==> src/logic/paop_pkg.sv <==
// Shared constants, register map and state encoding of the ADC output port
//------------------------------------------------------------------------------
//------------------------------------------------------------------------------
package paop_pkg;

    localparam int DATA_W        = 14;
    localparam int LATENCY_WHOLE = 7;
    localparam int PIPE_STAGES   = LATENCY_WHOLE + 1;
    localparam int FILL_W        = 4;
    localparam logic [FILL_W-1:0] FILL_DONE = FILL_W'(PIPE_STAGES);

    localparam logic [DATA_W-1:0] CODE_MAX  = 14'h3fff;
    localparam logic [DATA_W-1:0] CODE_MID  = 14'h1fff;
    localparam logic [DATA_W-1:0] CODE_MIN  = 14'h0000;
    localparam logic [DATA_W-1:0] TWOS_FLIP = 14'h2000;

    //--------------------------------------------------------------------------
    // Register map
    //--------------------------------------------------------------------------
    localparam int ADR_W = 8;
    localparam logic [ADR_W-1:0] CTRL_OFS     = 8'h00;
    localparam logic [ADR_W-1:0] STATUS_OFS   = 8'h04;
    localparam logic [ADR_W-1:0] LAST_OFS     = 8'h08;
    localparam logic [ADR_W-1:0] IRQ_STAT_OFS = 8'h0c;
    localparam logic [ADR_W-1:0] IRQ_MASK_OFS = 8'h10;

    localparam int CTRL_EN_BIT     = 0;
    localparam logic CTRL_EN_RESET = 1'b1;

    localparam int STAT_READY_BIT  = 0;
    localparam int STAT_OVER_BIT   = 1;
    localparam int STAT_RUN_BIT    = 2;
    localparam int STAT_REFINT_BIT = 3;
    localparam int STAT_OEN_BIT    = 4;
    localparam int STAT_FMT_BIT    = 5;

    localparam int LAST_OVER_BIT = DATA_W;

    localparam int IRQ_W        = 2;
    localparam int IRQ_WORD_BIT = 0;
    localparam int IRQ_OVER_BIT = 1;
    localparam logic [IRQ_W-1:0] IRQ_RESET = 2'h0;

    typedef enum logic [2:0] {
        PAOP_IDLE = 3'b001,
        PAOP_FILL = 3'b010,
        PAOP_RUN  = 3'b100
    } paop_state_e;

endpackage

==> src/logic/paop_top.sv <==
// Output port of a pipelined ADC with a Wishbone register slave
//
// The Wishbone interface to the registers and the address map were chosen for this implementation.
`timescale 1ns/1ps
module paop_top
    import paop_pkg::*;
#(
    parameter int IN_W = 16
) (
    input  wire logic                          clk_i,
    input  wire logic                          rst_i,
    // Converter side
    input  wire logic                          adc_clk_i,
    input  wire logic signed [IN_W-1:0]        analog_sample_i,
    input  wire logic                          output_enable_n_i,
    input  wire logic                          code_format_select_i,
    input  wire logic                          reference_source_select_i,
    output logic         [DATA_W-1:0]          sample_data_o,
    output logic         [DATA_W-1:0]          sample_data_oe_o,
    output logic                               sample_ready_strobe_o,
    output logic                               over_range_o,
    output logic                               internal_ref_enable_o,
    // Register bus
    input  wire logic                          wb_cyc_i,
    input  wire logic                          wb_stb_i,
    input  wire logic                          wb_we_i,
    input  wire logic    [paop_pkg::ADR_W-1:0] wb_adr_i,
    input  wire logic    [3:0]                 wb_sel_i,
    input  wire logic    [31:0]                wb_dat_i,
    output logic         [31:0]                wb_dat_o,
    output logic                               wb_ack_o,
    output logic                               irq_o
);
    import paop_pkg::*;

    localparam int WORD_W = DATA_W + 1;

    //--------------------------------------------------------------------------
    // Converter clock edges
    //--------------------------------------------------------------------------
    logic adc_clk_q;
    logic adc_clk_d;
    logic clk_rise;
    logic clk_fall;

    // Previous level of the converter clock; reset matches its idle low
    always_comb begin
        adc_clk_d = adc_clk_i;
    end

    always_ff @(posedge clk_i) begin
        if (rst_i) begin
            adc_clk_q <= 1'b0;
        end else begin
            adc_clk_q <= adc_clk_d;
        end
    end

    assign clk_rise = adc_clk_i & ~adc_clk_q;
    assign clk_fall = ~adc_clk_i & adc_clk_q;

    //--------------------------------------------------------------------------
    // Front end and pipeline
    //--------------------------------------------------------------------------
    logic [DATA_W-1:0] coded;
    logic              coded_over;
    logic [WORD_W-1:0] pipe_out;
    logic              capture_en_q;
    logic              capture_en_d;

    paop_coder #(
        .IN_W                 (IN_W)
    ) u_coder (
        .sample_i             (analog_sample_i),
        .code_format_select_i (code_format_select_i),
        .code_o               (coded),
        .over_o               (coded_over)
    );

    // Stage count less one gives whole cycles; the fall-edge update adds the high time
    paop_pipe #(
        .WIDTH   (WORD_W),
        .STAGES  (PIPE_STAGES)
    ) u_pipe (
        .clk_i   (clk_i),
        .rst_i   (rst_i),
        .flush_i (~capture_en_q),
        .shift_i (clk_rise & capture_en_q),
        .data_i  ({coded_over, coded}),
        .data_o  (pipe_out)
    );

    //--------------------------------------------------------------------------
    // Fill tracking
    //--------------------------------------------------------------------------
    paop_state_e       state_q;
    paop_state_e       state_d;
    logic [FILL_W-1:0] fill_q;
    logic [FILL_W-1:0] fill_d;

    always_comb begin
        state_d = state_q;
        fill_d  = fill_q;
        case (state_q)
            PAOP_IDLE: begin
                fill_d = '0;
                if (capture_en_q) begin
                    state_d = PAOP_FILL;
                end
            end
            PAOP_FILL: begin
                if (!capture_en_q) begin
                    state_d = PAOP_IDLE;
                end else begin
                    if (clk_rise && fill_q != FILL_DONE) begin
                        fill_d = fill_q + 1'b1;
                    end
                    // First valid word leaves on the fall after the last fill rise
                    if (clk_fall && fill_q == FILL_DONE) begin
                        state_d = PAOP_RUN;
                    end
                end
            end
            PAOP_RUN: begin
                if (!capture_en_q) begin
                    state_d = PAOP_IDLE;
                end
            end
            default: begin
                state_d = PAOP_IDLE;
            end
        endcase
    end

    always_ff @(posedge clk_i) begin
        if (rst_i) begin
            state_q <= PAOP_IDLE;
            fill_q  <= '0;
        end else begin
            state_q <= state_d;
            fill_q  <= fill_d;
        end
    end

    //--------------------------------------------------------------------------
    // Output word, ready, over-range and enables
    //--------------------------------------------------------------------------
    logic              word_load;
    logic [DATA_W-1:0] data_q;
    logic [DATA_W-1:0] data_d;
    logic              over_q;
    logic              over_d;
    logic              ready_q;
    logic              ready_d;
    logic              oe_q;
    logic              oe_d;
    logic              refint_q;
    logic              refint_d;

    assign word_load = clk_fall & (state_d == PAOP_RUN);

    always_comb begin
        data_d = data_q;
        over_d = over_q;
        if (state_d != PAOP_RUN) begin
            data_d = '0;
            over_d = 1'b0;
        end else if (word_load) begin
            data_d = pipe_out[DATA_W-1:0];
            over_d = pipe_out[LAST_OVER_BIT];
        end
        // Registered copy of the clock; its fall coincides with the word change
        ready_d  = adc_clk_i & (state_d == PAOP_RUN);
        oe_d     = ~output_enable_n_i;
        // Pin is expected static; only its level is followed
        refint_d = ~reference_source_select_i;
    end

    always_ff @(posedge clk_i) begin
        if (rst_i) begin
            data_q    <= '0;
            over_q    <= 1'b0;
            ready_q   <= 1'b0;
            oe_q      <= 1'b0;
            refint_q  <= 1'b0;
        end else begin
            data_q    <= data_d;
            over_q    <= over_d;
            ready_q   <= ready_d;
            oe_q      <= oe_d;
            refint_q  <= refint_d;
        end
    end

    assign sample_data_o         = data_q;
    assign sample_data_oe_o      = {DATA_W{oe_q}};
    assign sample_ready_strobe_o = ready_q;
    assign over_range_o          = over_q;
    assign internal_ref_enable_o = refint_q;

    //--------------------------------------------------------------------------
    // Register slave and interrupts
    //--------------------------------------------------------------------------
    logic             req;
    logic             wr_ctrl;
    logic             wr_mask;
    logic             rd_irq;
    logic             ack_q;
    logic             ack_d;
    logic [31:0]      rdat_q;
    logic [31:0]      rdat_d;
    logic [IRQ_W-1:0] irq_stat_q;
    logic [IRQ_W-1:0] irq_stat_d;
    logic [IRQ_W-1:0] irq_mask_q;
    logic [IRQ_W-1:0] irq_mask_d;
    logic [IRQ_W-1:0] irq_evt;
    logic             irq_q;
    logic             irq_d;

    // One request per ack; ack drops the cycle after it is given
    assign req     = wb_cyc_i & wb_stb_i & ~ack_q;
    assign wr_ctrl = req & wb_we_i & wb_sel_i[0] & (wb_adr_i == CTRL_OFS);
    assign wr_mask = req & wb_we_i & wb_sel_i[0] & (wb_adr_i == IRQ_MASK_OFS);
    assign rd_irq  = req & ~wb_we_i & (wb_adr_i == IRQ_STAT_OFS);

    //--------------------------------------------------------------------------
    // Control registers
    //--------------------------------------------------------------------------
    always_comb begin
        capture_en_d = wr_ctrl ? wb_dat_i[CTRL_EN_BIT] : capture_en_q;
        irq_mask_d   = wr_mask ? wb_dat_i[IRQ_W-1:0] : irq_mask_q;
    end

    always_ff @(posedge clk_i) begin
        if (rst_i) begin
            capture_en_q <= CTRL_EN_RESET;
            irq_mask_q   <= IRQ_RESET;
        end else begin
            capture_en_q <= capture_en_d;
            irq_mask_q   <= irq_mask_d;
        end
    end

    //--------------------------------------------------------------------------
    // Sticky interrupt status
    //--------------------------------------------------------------------------
    always_comb begin
        irq_evt               = '0;
        irq_evt[IRQ_WORD_BIT] = word_load;
        irq_evt[IRQ_OVER_BIT] = word_load & pipe_out[LAST_OVER_BIT];
        // A new event in the clearing read survives it
        irq_stat_d            = (rd_irq ? '0 : irq_stat_q) | irq_evt;
        irq_d                 = |(irq_stat_d & irq_mask_d);
    end

    always_ff @(posedge clk_i) begin
        if (rst_i) begin
            irq_stat_q <= IRQ_RESET;
            irq_q      <= 1'b0;
        end else begin
            irq_stat_q <= irq_stat_d;
            irq_q      <= irq_d;
        end
    end

    //--------------------------------------------------------------------------
    // Read data and acknowledge
    //--------------------------------------------------------------------------
    always_comb begin
        ack_d  = req;
        rdat_d = '0;
        if (req && !wb_we_i) begin
            if (wb_adr_i == CTRL_OFS) begin
                rdat_d[CTRL_EN_BIT] = capture_en_q;
            end else if (wb_adr_i == STATUS_OFS) begin
                rdat_d[STAT_READY_BIT]  = ready_q;
                rdat_d[STAT_OVER_BIT]   = over_q;
                rdat_d[STAT_RUN_BIT]    = (state_q == PAOP_RUN);
                rdat_d[STAT_REFINT_BIT] = refint_q;
                rdat_d[STAT_OEN_BIT]    = oe_q;
                rdat_d[STAT_FMT_BIT]    = code_format_select_i;
            end else if (wb_adr_i == LAST_OFS) begin
                rdat_d[DATA_W-1:0]   = data_q;
                rdat_d[LAST_OVER_BIT] = over_q;
            end else if (wb_adr_i == IRQ_STAT_OFS) begin
                rdat_d[IRQ_W-1:0] = irq_stat_q;
            end else if (wb_adr_i == IRQ_MASK_OFS) begin
                rdat_d[IRQ_W-1:0] = irq_mask_q;
            end else begin
                rdat_d = '0;
            end
        end
    end

    always_ff @(posedge clk_i) begin
        if (rst_i) begin
            ack_q  <= 1'b0;
            rdat_q <= '0;
        end else begin
            ack_q  <= ack_d;
            rdat_q <= rdat_d;
        end
    end

    assign wb_ack_o = ack_q;
    assign wb_dat_o = rdat_q;
    assign irq_o    = irq_q;
endmodule

==> src/logic/paop_coder.sv <==
// Converts a signed sample value into a saturated output code
`timescale 1ns/1ps
module paop_coder
    import paop_pkg::*;
#(
    parameter int IN_W = 16
) (
    input  wire logic signed [IN_W-1:0]   sample_i,
    input  wire logic                     code_format_select_i,
    output logic         [DATA_W-1:0]     code_o,
    output logic                          over_o
);
    localparam logic signed [IN_W:0] MID_S = (IN_W+1)'(CODE_MID);
    localparam logic signed [IN_W:0] MAX_S = (IN_W+1)'(CODE_MAX);

    logic signed [IN_W:0] biased;
    logic [DATA_W-1:0]    straight;

    always_comb begin
        biased   = {sample_i[IN_W-1], sample_i} + MID_S;
        straight = biased[DATA_W-1:0];
        over_o   = 1'b0;
        if (biased < 0) begin
            straight = CODE_MIN;
            over_o   = 1'b1;
        end else if (biased > MAX_S) begin
            straight = CODE_MAX;
            over_o   = 1'b1;
        end
        // Zero input lands on mid code in offset binary
        if (code_format_select_i) begin
            code_o = straight;
        end else begin
            code_o = straight ^ TWOS_FLIP;
        end
    end
endmodule

==> src/logic/paop_pipe.sv <==
// Sample pipeline advanced on each converter clock rise while capture is enabled, flushed while it is off
`timescale 1ns/1ps
module paop_pipe #(
    parameter int WIDTH  = 15,
    parameter int STAGES = 8
) (
    input  wire logic             clk_i,
    input  wire logic             rst_i,
    input  wire logic             flush_i,
    input  wire logic             shift_i,
    input  wire logic [WIDTH-1:0] data_i,
    output logic      [WIDTH-1:0] data_o
);
    logic [WIDTH-1:0] stage_q [STAGES];
    logic [WIDTH-1:0] stage_d [STAGES];

    genvar i;
    generate
        for (i = 0; i < STAGES; i++) begin : g_stage
            always_comb begin
                if (flush_i) begin
                    stage_d[i] = '0;
                end else if (shift_i) begin
                    if (i == 0) begin
                        stage_d[i] = data_i;
                    end else begin
                        stage_d[i] = stage_q[(i == 0) ? 0 : i-1];
                    end
                end else begin
                    stage_d[i] = stage_q[i];
                end
            end
            always_ff @(posedge clk_i) begin
                if (rst_i) begin
                    stage_q[i] <= '0;
                end else begin
                    stage_q[i] <= stage_d[i];
                end
            end
        end
    endgenerate

    assign data_o = stage_q[STAGES-1];
endmodule

==> config.mk <==
export PLATFORM = sky130hd
export DESIGN_NAME = paop_top
export DESIGN_NICKNAME = d
export VERILOG_FILES = /design/src/logic/paop_pkg.sv /design/src/logic/paop_top.sv /design/src/logic/paop_coder.sv /design/src/logic/paop_pipe.sv
export SDC_FILE = /design/constraint.sdc
export NUM_CORES = 1
export LEC_CHECK = 0
export ABC_AREA = 0
export BUFFER_PORTS_ARGS = -buffer_cell sky130_fd_sc_hd__buf_4
export CORE_MARGIN = 1.5
export CORE_UTILIZATION = 60
export DETAILED_ROUTE_END_ITERATION = 10
export PLACE_DENSITY = 0.85
export SETUP_SLACK_MARGIN = 0.02
export SLEW_MARGIN = 20
export SYNTH_ARGS = -nofsm -noshare
export SYNTH_HDL_FRONTEND = slang
export SYNTH_HIERARCHICAL = 1
export SYNTH_SLANG_ARGS = --single-unit
==> constraint.sdc <==
create_clock -name clk_i -period 3.5 [get_ports clk_i]
set_input_delay 0.35 -clock clk_i [delete_from_list [all_inputs] [get_ports clk_i]]
set_output_delay 0.35 -clock clk_i [all_outputs]
set_load 0.005 [all_outputs]
# Word-level counts from Yosys, hierarchy flattened
# Memory sizes are Yosys's and may differ from the RTL's.
# Cells that the tools add are included.
[totals] reg_bits=65 ramBits=120 out_inout_bits=65 word_cells=126 n_memories=1
[classes] n_addsub=2 magnitude_cmp=2 eq_ne=13 muxes=47 bitwise_logic=33 reduce_logical=12
[memory_table] name="u_pipe.stage_q" depth=8 word_bits=15 rd=8 rd_clocked_by_memory_dff=0 wr=8 line="paop_pipe.sv:14" text="logic [WIDTH-1:0] stage_q [STAGES];"
[ops] cell="$mux 15" n=25
[ops] cell="$mux 14" n=3
[ops] cell="$add 16x14->17 const B" n=1
[ops] cell="$gt 17x15->1 const B" n=1
[ops] cell="$lt 17x1->1 const B" n=1
[ops] cell="$eq 8x4->1 const B" n=2
[ops] cell="$and 1x1->1" n=14
[ops] cell="$mux 3" n=4
[ops] cell="$not 1->1" n=9
[ops] cell="$pmux 3 s3" n=1
[ops] cell="$eq 8x3->1 const B" n=1
[ops] cell="$eq 8x5->1 const B" n=1
[ops] cell="$logic_not 8->1" n=1
[ops] cell="$mux 2" n=4
[ops] cell="$mux 4" n=2
[ops] cell="$or 1x1->1" n=8
[ops] cell="$pmux 4 s2" n=1
[ops] cell="$eq 3x3->1 const B" n=2
[ops] cell="$mux 1" n=6
[ops] cell="$mux 6" n=1
[ops] cell="$reduce_or 2->1" n=3
[ops] cell="$reduce_or 5->1" n=1
[ops] cell="$add 4x1->4 const B" n=1
[ops] cell="$eq 4x4->1 const B" n=1
[ops] cell="12 further kinds" n=15

# Longest topological paths before layout
[logic_depth] depth_word=12 depth_mapped=11 depth_no_buf=9

# Modules after synthesis
# The synthesis kept the hierarchy.
[by_module_without_submodules] module="paop_pipe" n_inst=1 cells_per_inst=403 area_per_inst_um2=4484.3
[by_module_without_submodules] module="paop_top" n_inst=1 cells_per_inst=229 area_per_inst_um2=2139.6
[by_module_without_submodules] module="paop_coder" n_inst=1 cells_per_inst=89 area_per_inst_um2=600.6

# Least setup slack after synthesis
# Ideal clock, no wire load.
[synth_timing] path_kind="input port to flip-flop" start="in analog_sample_i[2]" end="mem u_pipe.stage_q[0][14]" setup_time_ns=0.128 arrival_ns=2.086 required_time_ns=3.372 setup_slack_ns=1.287 stages=9 path_cell_list="clkbuf_2 > or4_1 > clkbuf_1 > nor3_2 > mux2_2 > a22oi_1 > o31ai_1 > mux2i_1 > nor2_1"
[synth_rtl] element="start, declared" line="paop_top.sv:14" text="input wire logic signed [IN_W-1:0] analog_sample_i,"
[synth_rtl] element="end, declared" line="paop_pipe.sv:14"

# Final worst setup path
[layout_timing] start="reg state_q[2]" end="reg irq_q, in the netlist irq_o"
[layout_via] elab_chain_len=9 elab_cells_between_ends=14 cone_classes="eq/ne (4); mux (5); bitwise (4); reduce/logical (1)"
[layout_lines] element="start, declared" line="paop_top.sv:96" text="paop_state_e state_q;"
[layout_lines] element="start signal, assigned" line="paop_top.sv:140" text="state_q <= state_d;"
[layout_lines] element="$mux 3" line="paop_top.sv:119" text="if (clk_fall && fill_q == FILL_DONE) begin"
[layout_lines] element="$mux 3" line="paop_top.sv:112" text="if (!capture_en_q) begin"
[layout_lines] element="$pmux 3 s3 *" line="paop_top.sv:104" text="case (state_q)"
[layout_lines] element="$eq 3x3->1 *" line="paop_top.sv:160" text="assign word_load = clk_fall & (state_d == PAOP_RUN);"
[layout_lines] element="$and 1x1->1 *" line="paop_top.sv:160"
[layout_lines] element="$and 1x1->1" line="paop_top.sv:250" text="irq_evt[IRQ_OVER_BIT] = word_load & pipe_out[LAST_OVER_BIT];"
[layout_lines] element="$or 2x2->2 *" line="paop_top.sv:252" text="irq_stat_d = (rd_irq ? '0 : irq_stat_q) | irq_evt;"
[layout_lines] element="$and 2x2->2 *" line="paop_top.sv:253" text="irq_d = |(irq_stat_d & irq_mask_d);"
[layout_lines] element="$reduce_or 2->1 *" line="paop_top.sv:253"
[layout_lines] element="end signal, assigned" line="paop_top.sv:262" text="irq_q <= irq_d;"
[layout_lines] element="end, declared" line="paop_top.sv:217" text="logic irq_q;"
# Mark *: on every way between the ends. The rest lies on a longest branch, timed or not.
# A chain may end at the register's enable or synchronous reset.

==> impl_results.md <==
* Outcome: finished clean
* Final setup fails at 0
* Hold crit path type: input pin to register
* Core area at 11600 µm²
* Vias in the first global route at 4819
* Crit-path max FO at 18
* Post-CTS setup buffer count at 0
* Area of the multi-input gates at 3130 µm²
* Combinational family with the most area after synthesis: multiplexers
* Top Ports at 134
* Post-DP HPWL at 8940 µm
* Worst Tran Pin Value at 825 ps
* Clock sinks at 168
* Routed Antenna Nets at 0
* PnR worst setup slack at 988 ps
* Post-CTS sizing at 0
* Flop-to-flop setup slack at 990 ps
* Simple-gate share of the synthesized area at 0.158
* Endpoints failing hold at 0
* Max Clk Rate at 398 MHz
* Initial Util at 0.625
* Final cell count without fillers at 915
* Routed wire length at 13300 µm
* Cell area after synthesis at 7220 µm²
* Reg area at 3360 µm²
* Fraction of registers with async set/reset at 0
* Cell Pwr Density at 518 nW/µm²
* EDFF count, synth at 0
* Root buffer cell: clkbuf_16
* Register area share after synthesis at 0.466
* Compound-Gate Fraction of Synth Area at 0.0502
* Final Slew Violations at 0
* Worst-Skew Late Latency at 420 ps
* Total power at 4.15 mW
* 1st-pass router iterations at 5
* Yosys top cell by area: dfxtp_1
* Max Cap Violations at 0
* Gr usage total at 0.211
* Die W at 113 µm
* Vias at 4997
* Hold slack at 85.3 ps
* Avg Vias per Cell at 5.46
* Most frequent cell after synthesis: nor2_1
* Full die area at 12700 µm²
* Top FF cell, synth: dfxtp_1
* Adder-cell share of the synthesized area at 0.00520
* Synth Warn # at 6
* FF+latch count, synth at 168
* Syn_area_per_cell at 10.0 µm²
* Layout Nets at 831
* Rows at 39
* Leak at 3.37 nW
* Crit path launch type: register
* Reg2reg start: state_q[2]$_SDFF_PP0_
* TritonCTS buffer count at 17
* Max IR drop VDD at 0.000320 V
* Placed cells at 883
* Fillers at 823
* Worst r2r dst: irq_o$_SDFF_PP0_
* Dpl ws at 674 ps
* GPL Wtd Cong at 0.873
* DRC at 0
* Final period util at 0.718
* Pin count of the biggest net entering global routing at 64
* Setup CP Type: register to register
* CTS tree: yes
* Xor/xnor share of the synthesized area at 0.0194
* Worst hold path startpoint: output_enable_n_i
* Final TNS setup at 0 ps
* Initial antenna violation count at 0
* Clk slew on worst S/H paths at 60 ps
* Reg2Reg Depth at 5
* H-Tree Depth at 4
* Clock skew at 10.7 ps
* N_diodes at 0
* WP data arrival at 2830 ps
* Total grt overflow at 0
* Die height at 113 µm
* Slew headroom at 0.450
* Hold endpoint: oe_q$_SDFF_PP0_
* Clk buf depth at 2
* Period minus WS final at 2510 ps
* Hold path depth at 2
* Top cells by count, synth: nor2_1 (169), dfxtp_1 (168), mux2i_1 (137)
* Share of the synthesized area in the top cell type at 0.466
* Critical Path End Type: register
* Post-synthesis cell type count at 57
* DRT iter0 DRCs at 455
* Post-synthesis mux area share at 0.191
* RSZ-0062 raised after global routing: no
* Syn-to-layout area delta at 11.0%
* Most area-consuming cells after synthesis: dfxtp_1 (47%), mux2i_1 (19%), nor2_1 (8.8%)
* Worst Path Required at 3820 ps
* Synthesized instance count at 721
* Layout cells sized above 1 at 0.187
* WL per Instance at 14.5 µm
* Hold_buf cts at 0
* First-pass GRT wire length at 21900 µm
* Port Buf Inserts at 83
## cell usage in the layout (no fill, tap or decap), types with 3 or more instances in the layout
master,n
nor2_1,169
dfxtp_1,168
mux2i_1,137
buf_4,88
conb_1,17
clkbuf_16,17
inv_1,12
a21oi_1,12
xnor2_1,11
nand2_1,11
and2_1,9
a21oi_2,8
nor3_1,7
inv_6,6
nor2b_1,5
nand2b_1,5
nand3_1,5
a22oi_1,5
xor2_1,5
o21ai_0,4
a31oi_1,4
nand3b_1,3
o31ai_1,3
nand4_1,3
ha_1,3
clkinv_2,3
nor4_1,3
## critical path, cell delays in order, from the launching register on
cell and delay (ps):
dfxtp_1 460, inv_1 130, nor3_1 540, o211a_1 800, nand2_1 210, o211ai_1 280
## metal layers
metal | wire (µm) | GRT usage | part of all wire
met5 | 0 | 0 | 0
met4 | 172 | 0.0759 | 0.013
met3 | 754 | 0.0552 | 0.057
met2 | 6790 | 0.390 | 0.51
met1 | 5550 | 0.233 | 0.42
## final cells by class
class / count / share of cell area
Sequential cell: 168 / 0.420
Clock inverter: 14 / 0.0195
Clock buffer: 18 / 0.0548
Timing Repair Buffer: 90 / 0.0874
Multi-Input combinational cell: 470 / 0.391
Inverter: 12 / 0.00562
Tap cell: 143 / 0.0223
## how the worst max path moves through the flow
stage / start / end / depth (start not counted)
finish: state_q[2]$_SDFF_PP0_ / irq_o$_SDFF_PP0_ / 5
global route: state_q[2]$_SDFF_PP0_ / irq_o$_SDFF_PP0_ / 5
CTS: state_q[2]$_SDFF_PP0_ / irq_o$_SDFF_PP0_ / 5
detailed placement: analog_sample_i[0] / u_pipe/stage_q[0][14]$_SDFFE_PP0P_ / 10
global placement: analog_sample_i[0] / u_pipe/stage_q[0][14]$_SDFFE_PP0P_ / 10
floorplan: analog_sample_i[2] / u_pipe/stage_q[0][14]$_SDFFE_PP0P_ / 9
## kinds of logic (layout without fill, tap and decap cells)
kind of cell / after synthesis / count (layout)
AOI/OAI and AO/OA: 51 / 51
xor gates and xnor gates: 16 / 16
adders and majority gates: 3 / 3
buffers and inverters: 99 / 134
DFF: 168 / 168
muxes: 138 / 138
other: 1 / 17
and+or+nand+nor: 245 / 245
## power breakdown
group	switching (mW)	leakage (nW)	total [mW]	internal [mW]
logic	0.176	1.71	0.318	0.141
registers	0.0236	1.36	1.97	1.94
clock network	0.778	0.298	1.86	1.09
total	0.978	3.37	4.15	3.17
## per-stage QoR
step                utilization  area [µm²]
floorplan                     -        7280
detailed placement        0.642        7420
global route              0.693        8020
global placement          0.642        7420
finish                    0.693        8020
CTS                       0.693        8020
## sequential cells by signal, summed over array words and instances, names as in the netlist
signal,cells
wb_ack_o,1
state_q,3
irq_o,1
sample_ready_strobe_o,1
capture_en_q,1
adc_clk_q,1
internal_ref_enable_o,1
irq_stat_q,2
oe_q,1
sample_data_o,14
fill_q,4
u_pipe/stage_q,120
wb_dat_o,15
irq_mask_q,2
over_range_o,1
Note: power is estimated with default switching activity, not from simulation.
